===== src/rsc_map.svh =====
`ifndef RSC_MAP_SVH
`define RSC_MAP_SVH
`define RSC_ADDR_UNDERVOLTAGE_LOCKOUT_LEVEL 8'h18
`define RSC_ADDR_SLOT1 8'h19
`define RSC_ADDR_SLOT2 8'h1A
`define RSC_UNDERVOLTAGE_LOCKOUT_LEVEL_RESET 8'h03
`define RSC_UNDERVOLTAGE_LOCKOUT_LEVEL_LEVEL_LSB 0
`define RSC_UNDERVOLTAGE_LOCKOUT_LEVEL_SPARE_BIT 2
`define RSC_BUCK1_LSB 4
`define RSC_BUCK2_LSB 0
`define RSC_BUCK3_LSB 4
`define RSC_LIN1_LSB 0
`define RSC_BUCK1_RESET 3'h1
`define RSC_BUCK2_RESET 3'h5
`define RSC_BUCK3_RESET 3'h5
`define RSC_LIN1_RESET 4'hF
`define RSC_LIN_OFF_A 4'h8
`define RSC_LIN_OFF_B 4'h9
`define RSC_LIN_STEP14 4'hE
`define RSC_LIN_STEP15 4'hF
`endif


===== src/rsc_pkg.sv =====
package rsc_pkg;
  typedef logic [7:0] rsc_byte_t;
  typedef logic [2:0] rsc_slot3_t;
  typedef logic [3:0] rsc_slot4_t;
  typedef logic [3:0] rsc_step_t;
  typedef logic [1:0] rsc_level_t;
endpackage


===== src/rsc_slot_match.sv =====
`include "rsc_map.svh"
// Compares one slot field against the current strobe step.
module rsc_slot_match #(
  parameter int WIDTH = 3
) (
  input wire logic [WIDTH-1:0] slot,
  input wire logic [3:0] step,
  input wire logic step_valid,
  output logic hit,
  output logic controlled
);
  import rsc_pkg::*;
  logic [3:0] slot_wide;
  always_comb begin
    slot_wide = 4'h0;
    slot_wide[WIDTH-1:0] = slot;
    // Zero, and on the four-bit field the two parked codes, stay out of sequencing.
    controlled = (slot_wide != 4'h0) && (slot_wide != `RSC_LIN_OFF_A)
      && (slot_wide != `RSC_LIN_OFF_B);
    // Codes 1..7 and 10..15 fire on the strobe step of the same number.
    hit = controlled && step_valid && (slot_wide == step);
  end
endmodule


===== src/rsc_top.sv =====
// Notes on behaviour
// - Threshold register bits 1:0 pick 2.73/2.89/3.18/3.3 V; resets to 0x03.
// - Threshold and slot writes land only while the password unlock holds.
// - Threshold bits 7:3 read zero; bit 2 is a spare read/write bit, reset zero.
// - A zero slot keeps the rail out of sequencer control entirely.
// - Slot values one to seven enable the rail at that strobe step.
// - First slot register: buck one in 6:4, buck two in 2:0, 7 and 3 zero.
// - Second slot register: buck three in 6:4, linear one in 3:0, bit 7 zero.
// - Linear one codes 1000b and 1001b also leave the rail uncontrolled.
// - Linear one code 1110b enables the rail at strobe step fourteen.
// - Linear one code 1111b enables it at step fifteen with the system supply.
`include "rsc_map.svh"
module rsc_top #(
  parameter logic [2:0] BUCK1_RESET = `RSC_BUCK1_RESET,
  parameter logic [2:0] BUCK2_RESET = `RSC_BUCK2_RESET,
  parameter logic [2:0] BUCK3_RESET = `RSC_BUCK3_RESET,
  parameter logic [3:0] LIN1_RESET = `RSC_LIN1_RESET
) (
  input wire logic clk,
  input wire logic rst_b,
  input wire logic [7:0] reg_addr,
  input wire logic [7:0] reg_wdata,
  input wire logic reg_wr,
  input wire logic reg_rd,
  input wire logic unlock_ok,
  input wire logic [3:0] strobe_step,
  input wire logic strobe_valid,
  output rsc_pkg::rsc_byte_t reg_rdata,
  output rsc_pkg::rsc_level_t undervoltage_lockout_level,
  output logic [3:0] rail_enable_pulse,
  output logic [3:0] rail_controlled,
  output logic system_supply_output
);
  import rsc_pkg::*;
  logic rst_meta_b;
  logic rst_sync_b;
  always_ff @(posedge clk or negedge rst_b) begin
    if (!rst_b) begin
      rst_meta_b <= 1'b0;
      rst_sync_b <= 1'b0;
    end else begin
      rst_meta_b <= 1'b1;
      rst_sync_b <= rst_meta_b;
    end
  end

  rsc_level_t level_reg, level_next;
  logic spare_reg, spare_next;
  rsc_slot3_t buck_one_slot_reg, buck_one_slot_next;
  rsc_slot3_t buck_two_slot_reg, buck_two_slot_next;
  rsc_slot3_t buck_three_slot_reg, buck_three_slot_next;
  rsc_slot4_t linear_one_slot_reg, linear_one_slot_next;
  rsc_byte_t rdata_reg, rdata_next;
  logic [3:0] hit;
  logic [3:0] ctl;
  logic [3:0] pulse_reg;
  logic [3:0] ctl_reg;
  logic sys_reg;
  logic wr_ok;

  // Locked writes are dropped silently, as the serial interface has no error reply.
  assign wr_ok = reg_wr && unlock_ok;

  always_comb begin
    level_next = level_reg;
    spare_next = spare_reg;
    buck_one_slot_next = buck_one_slot_reg;
    buck_two_slot_next = buck_two_slot_reg;
    buck_three_slot_next = buck_three_slot_reg;
    linear_one_slot_next = linear_one_slot_reg;
    rdata_next = rdata_reg;
    if (wr_ok) begin
      unique case (reg_addr)
        `RSC_ADDR_UNDERVOLTAGE_LOCKOUT_LEVEL: begin
          level_next = reg_wdata[`RSC_UNDERVOLTAGE_LOCKOUT_LEVEL_LEVEL_LSB +: 2];
          spare_next = reg_wdata[`RSC_UNDERVOLTAGE_LOCKOUT_LEVEL_SPARE_BIT];
        end
        `RSC_ADDR_SLOT1: begin
          buck_one_slot_next = reg_wdata[`RSC_BUCK1_LSB +: 3];
          buck_two_slot_next = reg_wdata[`RSC_BUCK2_LSB +: 3];
        end
        `RSC_ADDR_SLOT2: begin
          buck_three_slot_next = reg_wdata[`RSC_BUCK3_LSB +: 3];
          // Reserved codes are stored as written; software keeps clear of them.
          linear_one_slot_next = reg_wdata[`RSC_LIN1_LSB +: 4];
        end
        default: begin
        end
      endcase
    end
    if (reg_rd) begin
      unique case (reg_addr)
        `RSC_ADDR_UNDERVOLTAGE_LOCKOUT_LEVEL: rdata_next = {5'h00, spare_reg, level_reg};
        `RSC_ADDR_SLOT1: rdata_next = {1'b0, buck_one_slot_reg, 1'b0, buck_two_slot_reg};
        `RSC_ADDR_SLOT2: rdata_next = {1'b0, buck_three_slot_reg, linear_one_slot_reg};
        default: rdata_next = 8'h00;
      endcase
    end
  end

  always_ff @(posedge clk or negedge rst_sync_b) begin
    if (!rst_sync_b) begin
      level_reg <= 2'h3;
      spare_reg <= 1'b0;
      buck_one_slot_reg <= BUCK1_RESET;
      buck_two_slot_reg <= BUCK2_RESET;
      buck_three_slot_reg <= BUCK3_RESET;
      linear_one_slot_reg <= LIN1_RESET;
      rdata_reg <= 8'h00;
    end else begin
      level_reg <= level_next;
      spare_reg <= spare_next;
      buck_one_slot_reg <= buck_one_slot_next;
      buck_two_slot_reg <= buck_two_slot_next;
      buck_three_slot_reg <= buck_three_slot_next;
      linear_one_slot_reg <= linear_one_slot_next;
      rdata_reg <= rdata_next;
    end
  end

  rsc_slot_match #(.WIDTH(3)) u_buck1 (
    .slot(buck_one_slot_reg), .step(strobe_step), .step_valid(strobe_valid),
    .hit(hit[0]), .controlled(ctl[0]));
  rsc_slot_match #(.WIDTH(3)) u_buck2 (
    .slot(buck_two_slot_reg), .step(strobe_step), .step_valid(strobe_valid),
    .hit(hit[1]), .controlled(ctl[1]));
  rsc_slot_match #(.WIDTH(3)) u_buck3 (
    .slot(buck_three_slot_reg), .step(strobe_step), .step_valid(strobe_valid),
    .hit(hit[2]), .controlled(ctl[2]));
  rsc_slot_match #(.WIDTH(4)) u_lin1 (
    .slot(linear_one_slot_reg), .step(strobe_step), .step_valid(strobe_valid),
    .hit(hit[3]), .controlled(ctl[3]));

  // Outputs are registered so the sequencer engine sees glitch-free enables.
  always_ff @(posedge clk or negedge rst_sync_b) begin
    if (!rst_sync_b) begin
      pulse_reg <= 4'h0;
      ctl_reg <= 4'h0;
      sys_reg <= 1'b0;
    end else begin
      pulse_reg <= hit;
      ctl_reg <= ctl;
      sys_reg <= strobe_valid && (strobe_step == `RSC_LIN_STEP15);
    end
  end

  assign reg_rdata = rdata_reg;
  assign undervoltage_lockout_level = level_reg;
  assign rail_enable_pulse = pulse_reg;
  assign rail_controlled = ctl_reg;
  assign system_supply_output = sys_reg;
endmodule

===== config.mk =====
export PLATFORM = sky130hd
export DESIGN_NAME = rsc_top
export DESIGN_NICKNAME = d
export VERILOG_FILES = /design/src/rsc_pkg.sv /design/src/rsc_slot_match.sv /design/src/rsc_top.sv
export VERILOG_INCLUDE_DIRS = /design/src /design/src/src
export SDC_FILE = /design/constraint.sdc
export NUM_CORES = 1
export LEC_CHECK = 0
export BUFFER_PORTS_ARGS = -buffer_cell sky130_fd_sc_hd__buf_2
export CAP_MARGIN = 20
export CORE_MARGIN = 5
export CORE_UTILIZATION = 51
export CTS_CLUSTER_SIZE = 20
export DETAILED_ROUTE_END_ITERATION = 10
export MAX_ROUTING_LAYER = met4
export PLACE_DENSITY = 0.78
export SYNTH_ARGS = -nofsm -noshare
export SYNTH_HDL_FRONTEND = slang
export SYNTH_SLANG_ARGS = --single-unit
export TNS_END_PERCENT = 1

===== constraint.sdc =====
create_clock -name clk -period 1.5 [get_ports clk]
set_input_delay 0.3 -clock clk [delete_from_list [all_inputs] [get_ports clk]]
set_output_delay 0.3 -clock clk [all_outputs]
set_load 0.01 [all_outputs]

# Yosys cells after proc, flatten, opt, wreduce, memory -nomap -nowiden
# Cells that the tools add are included.
[word_totals]
register_bits = 35
input_bits = 26
out_inout_bits = 19
wordCells = 42
[classes]
eq_ne = 10
n_mux = 1
n_reduce_logical = 19
[op_table]
columns = ["op", "count"]
rows = [
  ["$eq 8x5->1 const B", 3],
  ["$pmux 7 s3", 1],
  ["$eq 3x4->1", 3],
  ["$logic_and 1x1->1", 12],
  ["$reduce_bool 3->1", 3],
  ["$ne 4x4->1 const B", 2],
  ["$reduce_and 2->1", 3],
  ["$eq 4x4->1", 1],
  ["$eq 4x4->1 const B", 1],
  ["$reduce_bool 4->1", 1],
]

# Longest topological paths before layout
# Gate-level depths: netlist of run 1.
[depth]
ltp_word = 5
ltp_mapped = 5
depth_no_buf = 3

# Modules after synthesis
# A second synthesis of run 1 with hierarchy kept.
[unflattened]
cells_unflattened = 128
hier_area_um2 = 1614.0
[modules_own_cells]
columns = ["mod", "instances", "cells_each", "area_each_um2", "seq_area_each_um2"]
rows = [
  ["rsc_top", 1, 90, 1341.3, 864.6],
  ["rsc_slot_match (u_buck1 ...)", 3, 9, 67.6, 0.0],
  ["rsc_slot_match (u_lin1)", 1, 11, 70.1, 0.0],
]

# Worst setup path after synthesis of run 1
# Ideal clock, no wire load.
[synth_timing]
kind = "reg2reg"
startpoint = "register buck_one_slot_reg[0]"
endpoint = "register pulse_reg[0] (netlist: rail_enable_pulse[0])"
setup_ps = 87
t_arrival_ps = 1324
required_time_ps = 1413
setup_slack_ps = 89
path_stages_with_launch = 4
path_buffers = 0
synth_period_minus_slack_ps = 1411
cell_sequence = "dfstp_2 -> or3b_1 -> a211o_1 -> a211oi_2"
[synth_between]
elab_chain_len = 3
word_cells_on_any_way = 4
cone_classes = "1 x eq/ne; 3 x reduce/logical"
[synth_lines]
columns = ["element", "line", "rtl"]
rows = [
  ["from (decl)", "rsc_top.sv:49", "rsc_slot3_t buck_one_slot_reg, buck_one_slot_next;"],
  ["from (signal assigned)", "rsc_top.sv:113", "buck_one_slot_reg <= buck_one_slot_next;"],
  ["$reduce_bool 3->1", "rsc_slot_match.sv:18", "controlled = (slot_wide != 4'h0) && (slot_wide != `RSC_LIN_OFF_A)"],
  ["$logic_and 1x1->1", "rsc_slot_match.sv:21", "hit = controlled && step_valid && (slot_wide == step);"],
  ["$logic_and 1x1->1 *", "rsc_slot_match.sv:21", ""],
  ["via u_buck1.hit", "rsc_slot_match.sv:9", "output logic hit,"],
  ["to (signal assigned)", "rsc_top.sv:141", "pulse_reg <= hit;"],
  ["to (decl)", "rsc_top.sv:56", "logic [3:0] pulse_reg;"],
]
# The timed path passes the listed nets; every way through them passes the cells marked *.
# A chain may end at the register's enable or synchronous reset.

# Worst setup path in the final report of run 1
[layout_timing]
startpoint = "register buck_three_slot_reg[0]"
endpoint = "register pulse_reg[2] (netlist: rail_enable_pulse[2])"
[layout_between]
elab_chain_len = 3
word_cells_on_any_way = 4
cone_classes = "1 x eq/ne; 3 x reduce/logical"
[layout_lines]
columns = ["element", "line", "rtl"]
rows = [
  ["from (decl)", "rsc_top.sv:51", "rsc_slot3_t buck_three_slot_reg, buck_three_slot_next;"],
  ["from (signal assigned)", "rsc_top.sv:115", "buck_three_slot_reg <= buck_three_slot_next;"],
  ["$reduce_bool 3->1", "rsc_slot_match.sv:18", ""],
  ["$logic_and 1x1->1", "rsc_slot_match.sv:21", ""],
  ["$logic_and 1x1->1 *", "rsc_slot_match.sv:21", ""],
  ["via u_buck3.hit", "rsc_slot_match.sv:9", ""],
]
# Marks and branches as above.

==> impl_metrics.py, run 1 <==
metrics = {
    "critical_path": {
        "critPathCaptureType": "flop",
        "crit_buf_inv": 0,
        "path_cells": "or3b_1 > a211o_1 > a211oi_2",
        "arrival_ns": 1.70,
        "cp_slowest_cell": "dfstp_2",
        "crit_type": "reg2reg",
        "cpLargestDelayFamily": "flip-flops",
        "required_ns": 1.75,
        "worstSetupStartpointType": "flop",
        "slowest_delay_ns": 0.54,
        "critPathMaxFanout": 2,
    },
    "synth": {
        "synth_top_area_cell": "dfrtp_1",
        "synthArstFlopShare": 1.00,
        "yosysSeqAreaShare": 0.542,
        "synth_area_um2": 1590,
        "ys_ff_latch": 34,
        "synth-edff-count": 0,
        "synthTopCellsByCount": "dfrtp_1, mux2_2, dfstp_2, nand2_1",
        "syn_area_per_cell_um2": 12.5,
        "netlist.area_leader.share": 0.361,
        "synth_top_flop_cell": "dfrtp_1",
        "ys_types": 32,
        "netlist_top_cells_area": "dfrtp_1, dfstp_2, mux2_2, xnor2_1, nand3_1",
        "syn-num-nets": 154,
        "synthMostInstantiatedCell": "dfrtp_1",
        "synth_cells": 128,
        "yosysWarnings": 0,
    },
    "cells_and_area": {
        "final-seq-area_um2": 865,
        "fin_nets": 205,
        "final_cell_count_no_fill": 224,
        "multiInputGateArea_um2": 671,
        "n_antenna_cell": 0,
        "largest_register_ffs": 7,
        "final_util": 0.639,
        "drive_above_1_share": 0.494,
        "area_growth_pct": 21.4,
        "n_fill_cell": 227,
    },
    "routing": {
        "postRouteAntennaNets": 0,
        "wl_met1_mm": 1.42,
        "dr_wl_met2_mm": 1.65,
        "avgViaCountPerCell": 5.13,
        "wl_mm": 3.25,
        "drcViolationCount": 0,
        "topRoutingLayerUsed": "met4",
        "wl_per_cell_um": 14.5,
        "wl_met3_um": 167,
        "drt_iter0_drc": 52,
        "vias": 1149,
        "dr.pass1.iters": 4,
    },
    "job": {
        "maxCapViolCount": 0,
    },
    "timing": {
        "finalMaxSlewViolations": 0,
        "tns_ns": 0,
        "fmax_ghz": 0.689,
        "period_needed_ns": 1.45,
        "setup_viol_count_final": 0,
        "post-route-period-util": 0.968,
        "rsz0062_at_grt": "false",
        "clock_skew_ns": 0.00413,
        "hold_violations": 0,
    },
    "placement": {
        "gp_congestion": 0.742,
        "place_inst": 215,
        "post-dp-hpwl_mm": 2.58,
        "io_buffers": 42,
    },
    "grt": {
        "grt_pass1_vias": 1178,
        "track_usage": 0.174,
        "antenna_found_initial": 0,
        "grt_max_degree": 33,
        "grt_pass1_wl_mm": 5.53,
        "gr-total-overflow": 0,
    },
    "floorplan": {
        "dieArea_um2": 4340,
        "die_w_um": 65.9,
        "rows": 20,
        "die_h_um": 65.9,
        "start_util": 0.526,
        "core_area_um2": 3030,
        "io_pins": 45,
    },
    "cts": {
        "clk_pin_slew_ns": 0.10,
        "root_buffer": "clkbuf_4",
        "h-tree-depth": 2,
        "cts.sinks": 34,
        "cts_tree": "yes",
        "post-cts-setup-buffers": 0,
        "clk_latency_ns": 0.32,
        "clockBufferDepth": 2,
        "cts_buffers": 5,
    },
    "pwr": {
        "leakage_nw": 0.961,
        "peakVddDrop_mv": 0.584,
        "p_per_area_nw_per_um2": 853,
    },
    "outcome": {
        "outcome": "completed",
    },
    "hold_path": {
        "hold_path_class": "in2reg",
    },
}
-- cell usage in the layout, fill, tap and decap left out, types with 4 or more instances in the layout --
master,instances
buf_2,42
buf_4,7
clkbuf_4,5
dfrtp_1,23
dfstp_2,11
mux2_2,16
nand2_1,8
nand3_1,7
nor2_1,7
o2bb2ai_1,4
xnor2_1,6
xor2_1,4
-- metrics by stage --
step	hold slack, ns	area (µm²)	total power [mW]	setup WS (ns)
floorplan	0.00441	1590	1.08	0.0888
finish	0.216	1930	1.65	0.0484
global placement	0.0851	1860	1.14	0.0460
detailed placement	0.0881	1860	1.15	0.0269
CTS	0.209	1930	1.66	0.0403
global route	0.194	1930	1.72	0.0155
-- worst register-to-register path, delay by kind of cell, from the launching register on --
family,cells,cell delay [ns]
DFF,1,0.54
AOI/OAI and AO/OA,2,0.49
and+or+nand+nor,1,0.34
-- path summary, 6_finish.rpt --
kind                                                     from                                   endpoint  slack, ns  cells after the start
max in group asynchronous                rst_sync_b$_DFF_PN0_  undervoltage_lockout_level[0]$_DFFE_PN1P_       0.91                      1
setup reg to reg           buck_three_slot_reg[0]$_DFFE_PN1P_             rail_enable_pulse[2]$_DFF_PN0_       0.05                      3
hold / removal                                   strobe_valid             system_supply_output$_DFF_PN0_       0.22                      3
hold reg to reg                          rst_sync_b$_DFF_PN0_               rail_controlled[1]$_DFF_PN0_       0.26                      1
min in group asynchronous                rst_sync_b$_DFF_PN0_               rail_controlled[1]$_DFF_PN0_       0.26                      1
setup / recovery           buck_three_slot_reg[0]$_DFFE_PN1P_             rail_enable_pulse[2]$_DFF_PN0_       0.05                      3
-- area by class of cell --
class                           count  area share
Sequential cell                    34       0.447
Multi-Input combinational cell     85       0.347
Timing Repair Buffer               50       0.141
Clock buffer                        7      0.0285
Tap cell                           44      0.0285
Inverter                            3     0.00582
Clock inverter                      1     0.00259
-- report_power, final --
| part | switching (mW) | internal, mW | total, mW |
|---|---|---|---|
| sequential | 0.0153 | 0.947 | 0.962 |
| clock | 0.287 | 0.227 | 0.514 |
| combinational | 0.0921 | 0.0807 | 0.173 |
| total | 0.395 | 1.25 | 1.65 |
-- metal layers --
layer | vias up | GRT usage
met3 | 2 | 0.0612
met2 | 30 | 0.284
met5 | - | -
met4 | 0 | 0.0389
li1 | 556 | -
met1 | 561 | 0.208
-- cell families after synthesis --
kind of cell | synth area share
other | 0.00471
AOI/OAI and AO/OA | 0.107
xor gates and xnor gates | 0.0549
DFF | 0.542
muxes | 0.132
buffers and inverters | 0.0369
and+or+nand+nor | 0.122
-- repair_timing --
item,CTS,global route
setup endpoints to repair,0,1
hold endpoints to repair,2,0
hold buffers,1,0
gates resized for setup,0,0
Power figures use the tool's default switching activity.
==> inputs of run 2 (changes only) <==
Clock period 1.5 ns to 1.6 ns, I/O delays scaled along.
==> impl_metrics.py, run 2 (synthesis results as in run 1) <==
metrics = {
    "critical_path": {
        "worstSetupStartpointType": "flop",
        "slowest_delay_ns": 0.59,
        "critPathCapture": "rail_enable_pulse[0]$_DFF_PN0_",
        "crit_buf_inv": 0,
        "critPathCaptureType": "flop",
        "crit_cells": 3,
        "critPathMaxFanout": 5,
        "rr_endpoint": "rail_enable_pulse[0]$_DFF_PN0_",
        "worstRegToRegCells": 3,
        "rr_startpoint": "buck_one_slot_reg[0]$_DFFE_PN1P_",
        "crit_type": "reg2reg",
        "cpLargestDelayFamily": "flip-flops",
        "crit_path_start": "buck_one_slot_reg[0]$_DFFE_PN1P_",
        "required_ns": 1.85,
        "path_cells": "or3b_1 > a211o_1 > a211oi_2",
        "cp_slowest_cell": "dfstp_2",
        "arrival_ns": 1.78,
        "r2r_slack_ns": 0.07,
    },
    "floorplan": {
        "rows": 20,
        "die_w_um": 65.9,
        "start_util": 0.526,
        "die_h_um": 65.9,
        "io_pins": 45,
        "dieArea_um2": 4340,
        "core_area_um2": 3030,
    },
    "cells_and_area": {
        "drive_above_1_share": 0.486,
        "n_fill_cell": 246,
        "n_antenna_cell": 0,
        "largest_register_ffs": 7,
        "final_cell_count_no_fill": 221,
        "fin_nets": 202,
        "final_common_cell": "buf_2",
        "layout_common_cells": "buf_2, dfrtp_1, mux2_2, dfstp_2, nand2_1",
        "area_growth_pct": 19.9,
    },
    "timing": {
        "period_needed_ns": 1.53,
        "fmax_ghz": 0.653,
        "setup_viol_count_final": 0,
        "finalMaxSlewViolations": 0,
        "rsz0062_at_grt": "false",
        "tns_ns": 0,
        "clock_skew_ns": 0.0102,
        "hold_violations": 0,
        "post-route-period-util": 0.957,
        "worst_hold_slack_ns": 0.214,
    },
    "routing": {
        "wl_per_cell_um": 15.0,
        "dr.pass1.iters": 4,
        "drcViolationCount": 0,
        "wl_mm": 3.32,
        "drt_iter0_drc": 43,
        "vias": 1139,
        "avgViaCountPerCell": 5.15,
        "postRouteAntennaNets": 0,
    },
    "pwr": {
        "combPwrFrac": 0.101,
        "peakVddDrop_mv": 0.594,
        "p_sw_mw": 0.368,
        "p_int_mw": 1.17,
        "clkPwrFrac": 0.313,
        "leakage_nw": 0.945,
        "sw_frac_of_total": 0.239,
        "p_per_area_nw_per_um2": 806,
        "power_frac_seq": 0.586,
    },
    "cts": {
        "cts.sinks": 34,
        "clk_latency_ns": 0.33,
        "clk_pin_slew_ns": 0.10,
        "clockBufferDepth": 2,
        "h-tree-depth": 2,
        "root_buffer": "clkbuf_4",
        "cts_buffers": 5,
        "post-cts-setup-buffers": 0,
        "cts_tree": "yes",
    },
    "grt": {
        "grt_max_degree": 33,
        "grt_pass1_vias": 1205,
        "grt_pass1_wl_mm": 5.51,
        "track_usage": 0.180,
        "antenna_found_initial": 0,
        "gr-total-overflow": 0,
    },
    "outcome": {
        "outcome": "completed",
    },
    "placement": {
        "gp_congestion": 0.748,
        "io_buffers": 42,
        "post-dp-hpwl_mm": 2.59,
        "place_inst": 212,
    },
    "hold_path": {
        "hold_path_class": "in2reg",
    },
    "job": {
        "maxCapViolCount": 0,
    },
}
## run 2: final cells by class
class / count / area [µm²] / share of cell area
sequential: 34 / 865 / 0.452
clock buffer: 7 / 55.1 / 0.0288
tap: 44 / 55.1 / 0.0288
multi-input combinational: 85 / 671 / 0.351
clock inverter: 1 / 5.00 / 0.00262
timing repair buffer: 47 / 250 / 0.131
inverter: 3 / 11.3 / 0.00589
## run 2: worst min path at each step
stage / cells after the start / start / endpoint / slack [ns]
3_5_place_dp: 1 / rst_b / rst_sync_b$_DFF_PN0_ / 0.11
5_1_grt: 2 / reg_wdata[3] / linear_one_slot_reg[3]$_DFFE_PN1P_ / 0.21
4_1_cts: 2 / reg_wdata[3] / linear_one_slot_reg[3]$_DFFE_PN1P_ / 0.20
3_3_place_gp: 1 / rst_b / rst_sync_b$_DFF_PN0_ / 0.10
2_1_floorplan: 0 / rst_b / rst_meta_b$_DFF_PN0_ / 0.02
6_report: 2 / reg_wdata[3] / linear_one_slot_reg[3]$_DFFE_PN1P_ / 0.21
## run 2: worst register-to-register path: cells and delay by family, from the launching register on
kind / cells / cell delay (ns)
DFF: 1 / 0.59
and+or+nand+nor: 1 / 0.35
AOI/OAI and AO/OA: 2 / 0.51
## run 2: metal layers
layer / GRT usage / routed length (µm)
met1: 0.198 / 1420
met4: 0.101 / 87
met2: 0.297 / 1660
met5: - / 0
met3: 0.0442 / 144
## run 2: through the flow
| stage | utilization | worst slack, ns | power (mW) | cell area, µm² |
|---|---|---|---|---|
| finish | 0.631 | 0.0694 | 1.54 | 1910 |
| CTS | 0.631 | 0.0668 | 1.56 | 1910 |
| floorplan | - | 0.189 | 1.01 | 1590 |
| detailed placement | 0.608 | 0.0845 | 1.07 | 1840 |
| global route | 0.631 | 0.0233 | 1.61 | 1910 |
| global placement | 0.608 | 0.109 | 1.07 | 1840 |
## run 2: power by group through the flow
stage | combinational [mW] | clock [mW] | sequential, mW
2_1_floorplan | 0.0802 | 0 | 0.932
3_3_place_gp | 0.149 | 0 | 0.918
3_5_place_dp | 0.154 | 0 | 0.920
4_1_cts | 0.157 | 0.498 | 0.904
5_1_grt | 0.172 | 0.535 | 0.907
6_report | 0.155 | 0.482 | 0.904
## run 2: what timing repair did
action | 4_1_cts | 5_1_grt
endpoints found under the hold margin | 2 | 0
hold buffers | 1 | 0
resized for setup | 0 | 0
==> inputs of run 3 (changes only) <==
Settings changed: CORE_ASPECT_RATIO set to 1.25, CTS_CLUSTER_SIZE 20 to not set.
==> impl_metrics.py, run 3 (synthesis results as in run 1) <==
metrics = {
    "outcome": {
        "outcome": "completed",
    },
    "timing": {
        "tns_ns": 0,
        "period_needed_ns": 1.55,
        "clock_skew_ns": 0.00762,
        "fin_ws_ns": 0.0532,
        "rsz0062_at_grt": "false",
        "fmax_ghz": 0.647,
        "finalMaxSlewViolations": 0,
        "setup_viol_count_final": 0,
        "hold_violations": 0,
        "post-route-period-util": 0.967,
    },
    "placement": {
        "gp_congestion": 0.855,
        "pre_cts_ws_ns": 0.0783,
        "io_buffers": 42,
        "post-dp-hpwl_mm": 2.61,
    },
    "cts": {
        "h-tree-depth": 2,
        "cts_buffers": 5,
        "cts.sinks": 34,
        "root_buffer": "clkbuf_4",
        "clockBufferDepth": 2,
        "clk_pin_slew_ns": 0.10,
        "cts_tree": "yes",
        "clk_latency_ns": 0.33,
    },
    "routing": {
        "dr.pass1.iters": 4,
        "vias": 1163,
        "wl_per_cell_um": 15.3,
        "wl_mm": 3.28,
        "avgViaCountPerCell": 5.43,
        "postRouteAntennaNets": 0,
        "drcViolationCount": 0,
        "drt_iter0_drc": 34,
    },
    "floorplan": {
        "start_util": 0.536,
        "dieArea_um2": 4350,
        "core_area_um2": 2970,
        "rows": 22,
        "io_pins": 45,
        "die_h_um": 72.5,
        "die_w_um": 60.0,
    },
    "critical_path": {
        "critPathMaxFanout": 5,
        "worstSetupStartpointType": "flop",
        "required_ns": 1.85,
        "cp_slowest_cell": "dfstp_2",
        "path_cells": "or3b_1 > a211o_1 > a211oi_2",
        "arrival_ns": 1.79,
        "crit_type": "reg2reg",
        "crit_path_start": "buck_one_slot_reg[0]$_DFFE_PN1P_",
        "slowest_delay_ns": 0.59,
        "critPathCaptureType": "flop",
        "rr_startpoint": "buck_one_slot_reg[0]$_DFFE_PN1P_",
    },
    "cells_and_area": {
        "fin_nets": 203,
        "layout_common_cells": "buf_2, dfrtp_1, mux2_2, dfstp_2, nand2_1",
        "n_antenna_cell": 0,
        "multiInputGateArea_um2": 671,
        "final_util": 0.642,
        "final-seq-area_um2": 865,
        "n_fill_cell": 244,
        "area_growth_pct": 19.7,
        "drive_above_1_share": 0.483,
        "final_common_cell": "buf_2",
        "largest_register_ffs": 7,
    },
    "pwr": {
        "leakage_nw": 0.946,
        "peakVddDrop_mv": 0.761,
        "p_per_area_nw_per_um2": 808,
    },
    "grt": {
        "antenna_found_initial": 0,
        "grt_pass1_wl_mm": 5.26,
        "grt_pass1_vias": 1156,
        "track_usage": 0.167,
        "gr-total-overflow": 0,
        "grt_max_degree": 18,
    },
    "job": {
        "maxCapViolCount": 0,
    },
    "hold_path": {
        "hold_path_class": "reg2async",
    },
}
-- run 3: changes by cell type in the layout (fill, tap and decap cells not counted), sizes merged --
cell	previous run	this run
clkinv	2	1
clkbuf	7	8
buf	46	47
-- run 3: area by class of cell --
| class | instances | share of cell area |
|---|---|---|
| Inverter | 3 | 0.00590 |
| Clock buffer | 8 | 0.0308 |
| Timing Repair Buffer | 48 | 0.135 |
| Multi-Input combinational cell | 85 | 0.351 |
| Sequential cell | 34 | 0.453 |
| Tap cell | 36 | 0.0236 |
-- run 3: final timing paths --
| path | to | depth (start not counted) | slack, ns |
|---|---|---|---|
| max | rail_enable_pulse[0]$_DFF_PN0_ | 3 | 0.05 |
| min | rail_controlled[1]$_DFF_PN0_ | 1 | 0.22 |
| max reg2reg | rail_enable_pulse[0]$_DFF_PN0_ | 3 | 0.05 |
| min reg2reg | rail_controlled[1]$_DFF_PN0_ | 1 | 0.22 |
| max in group asynchronous | buck_three_slot_reg[2]$_DFFE_PN1P_ | 1 | 1.12 |
| min in group clk | linear_one_slot_reg[3]$_DFFE_PN1P_ | 2 | 0.22 |
-- run 3: repair_timing --
item | CTS | global route
setup buffers | 0 | 0
hold buffers | 1 | 0
hold endpoints to repair | 2 | 0
resized for setup | 0 | 0
-- run 3: metrics by stage --
step | instances | power [mW] | cell area, µm² | hold slack, ns
after detailed placement | 205 | 1.07 | 1840 | 0.107
after CTS | 214 | 1.56 | 1910 | 0.213
final | 214 | 1.54 | 1910 | 0.223
after global routing | 214 | 1.61 | 1910 | 0.211
after floorplan | 128 | 1.01 | 1590 | 0.0244
after global placement | 205 | 1.07 | 1840 | 0.105
-- run 3: power breakdown --
| part | switching (mW) | internal [mW] |
|---|---|---|
| registers | 0.0162 | 0.888 |
| logic | 0.0825 | 0.0731 |
| clock network | 0.265 | 0.217 |
| total | 0.364 | 1.18 |
-- run 3: critical path, delay by kind of cell (launching register included) --
kind | cells | cell delay, ns
AOI/OAI and AO/OA | 2 | 0.51
DFF | 1 | 0.59
and+or+nand+nor | 1 | 0.36
-- run 3: metal layers --
metal  GRT usage  vias to the layer above  wire length, µm
li1            -                      553                -
met1       0.183                      571             1280
met2       0.284                       32             1750
met3      0.0480                        7              201
met4      0.0591                        0               50
met5           -                        -                0
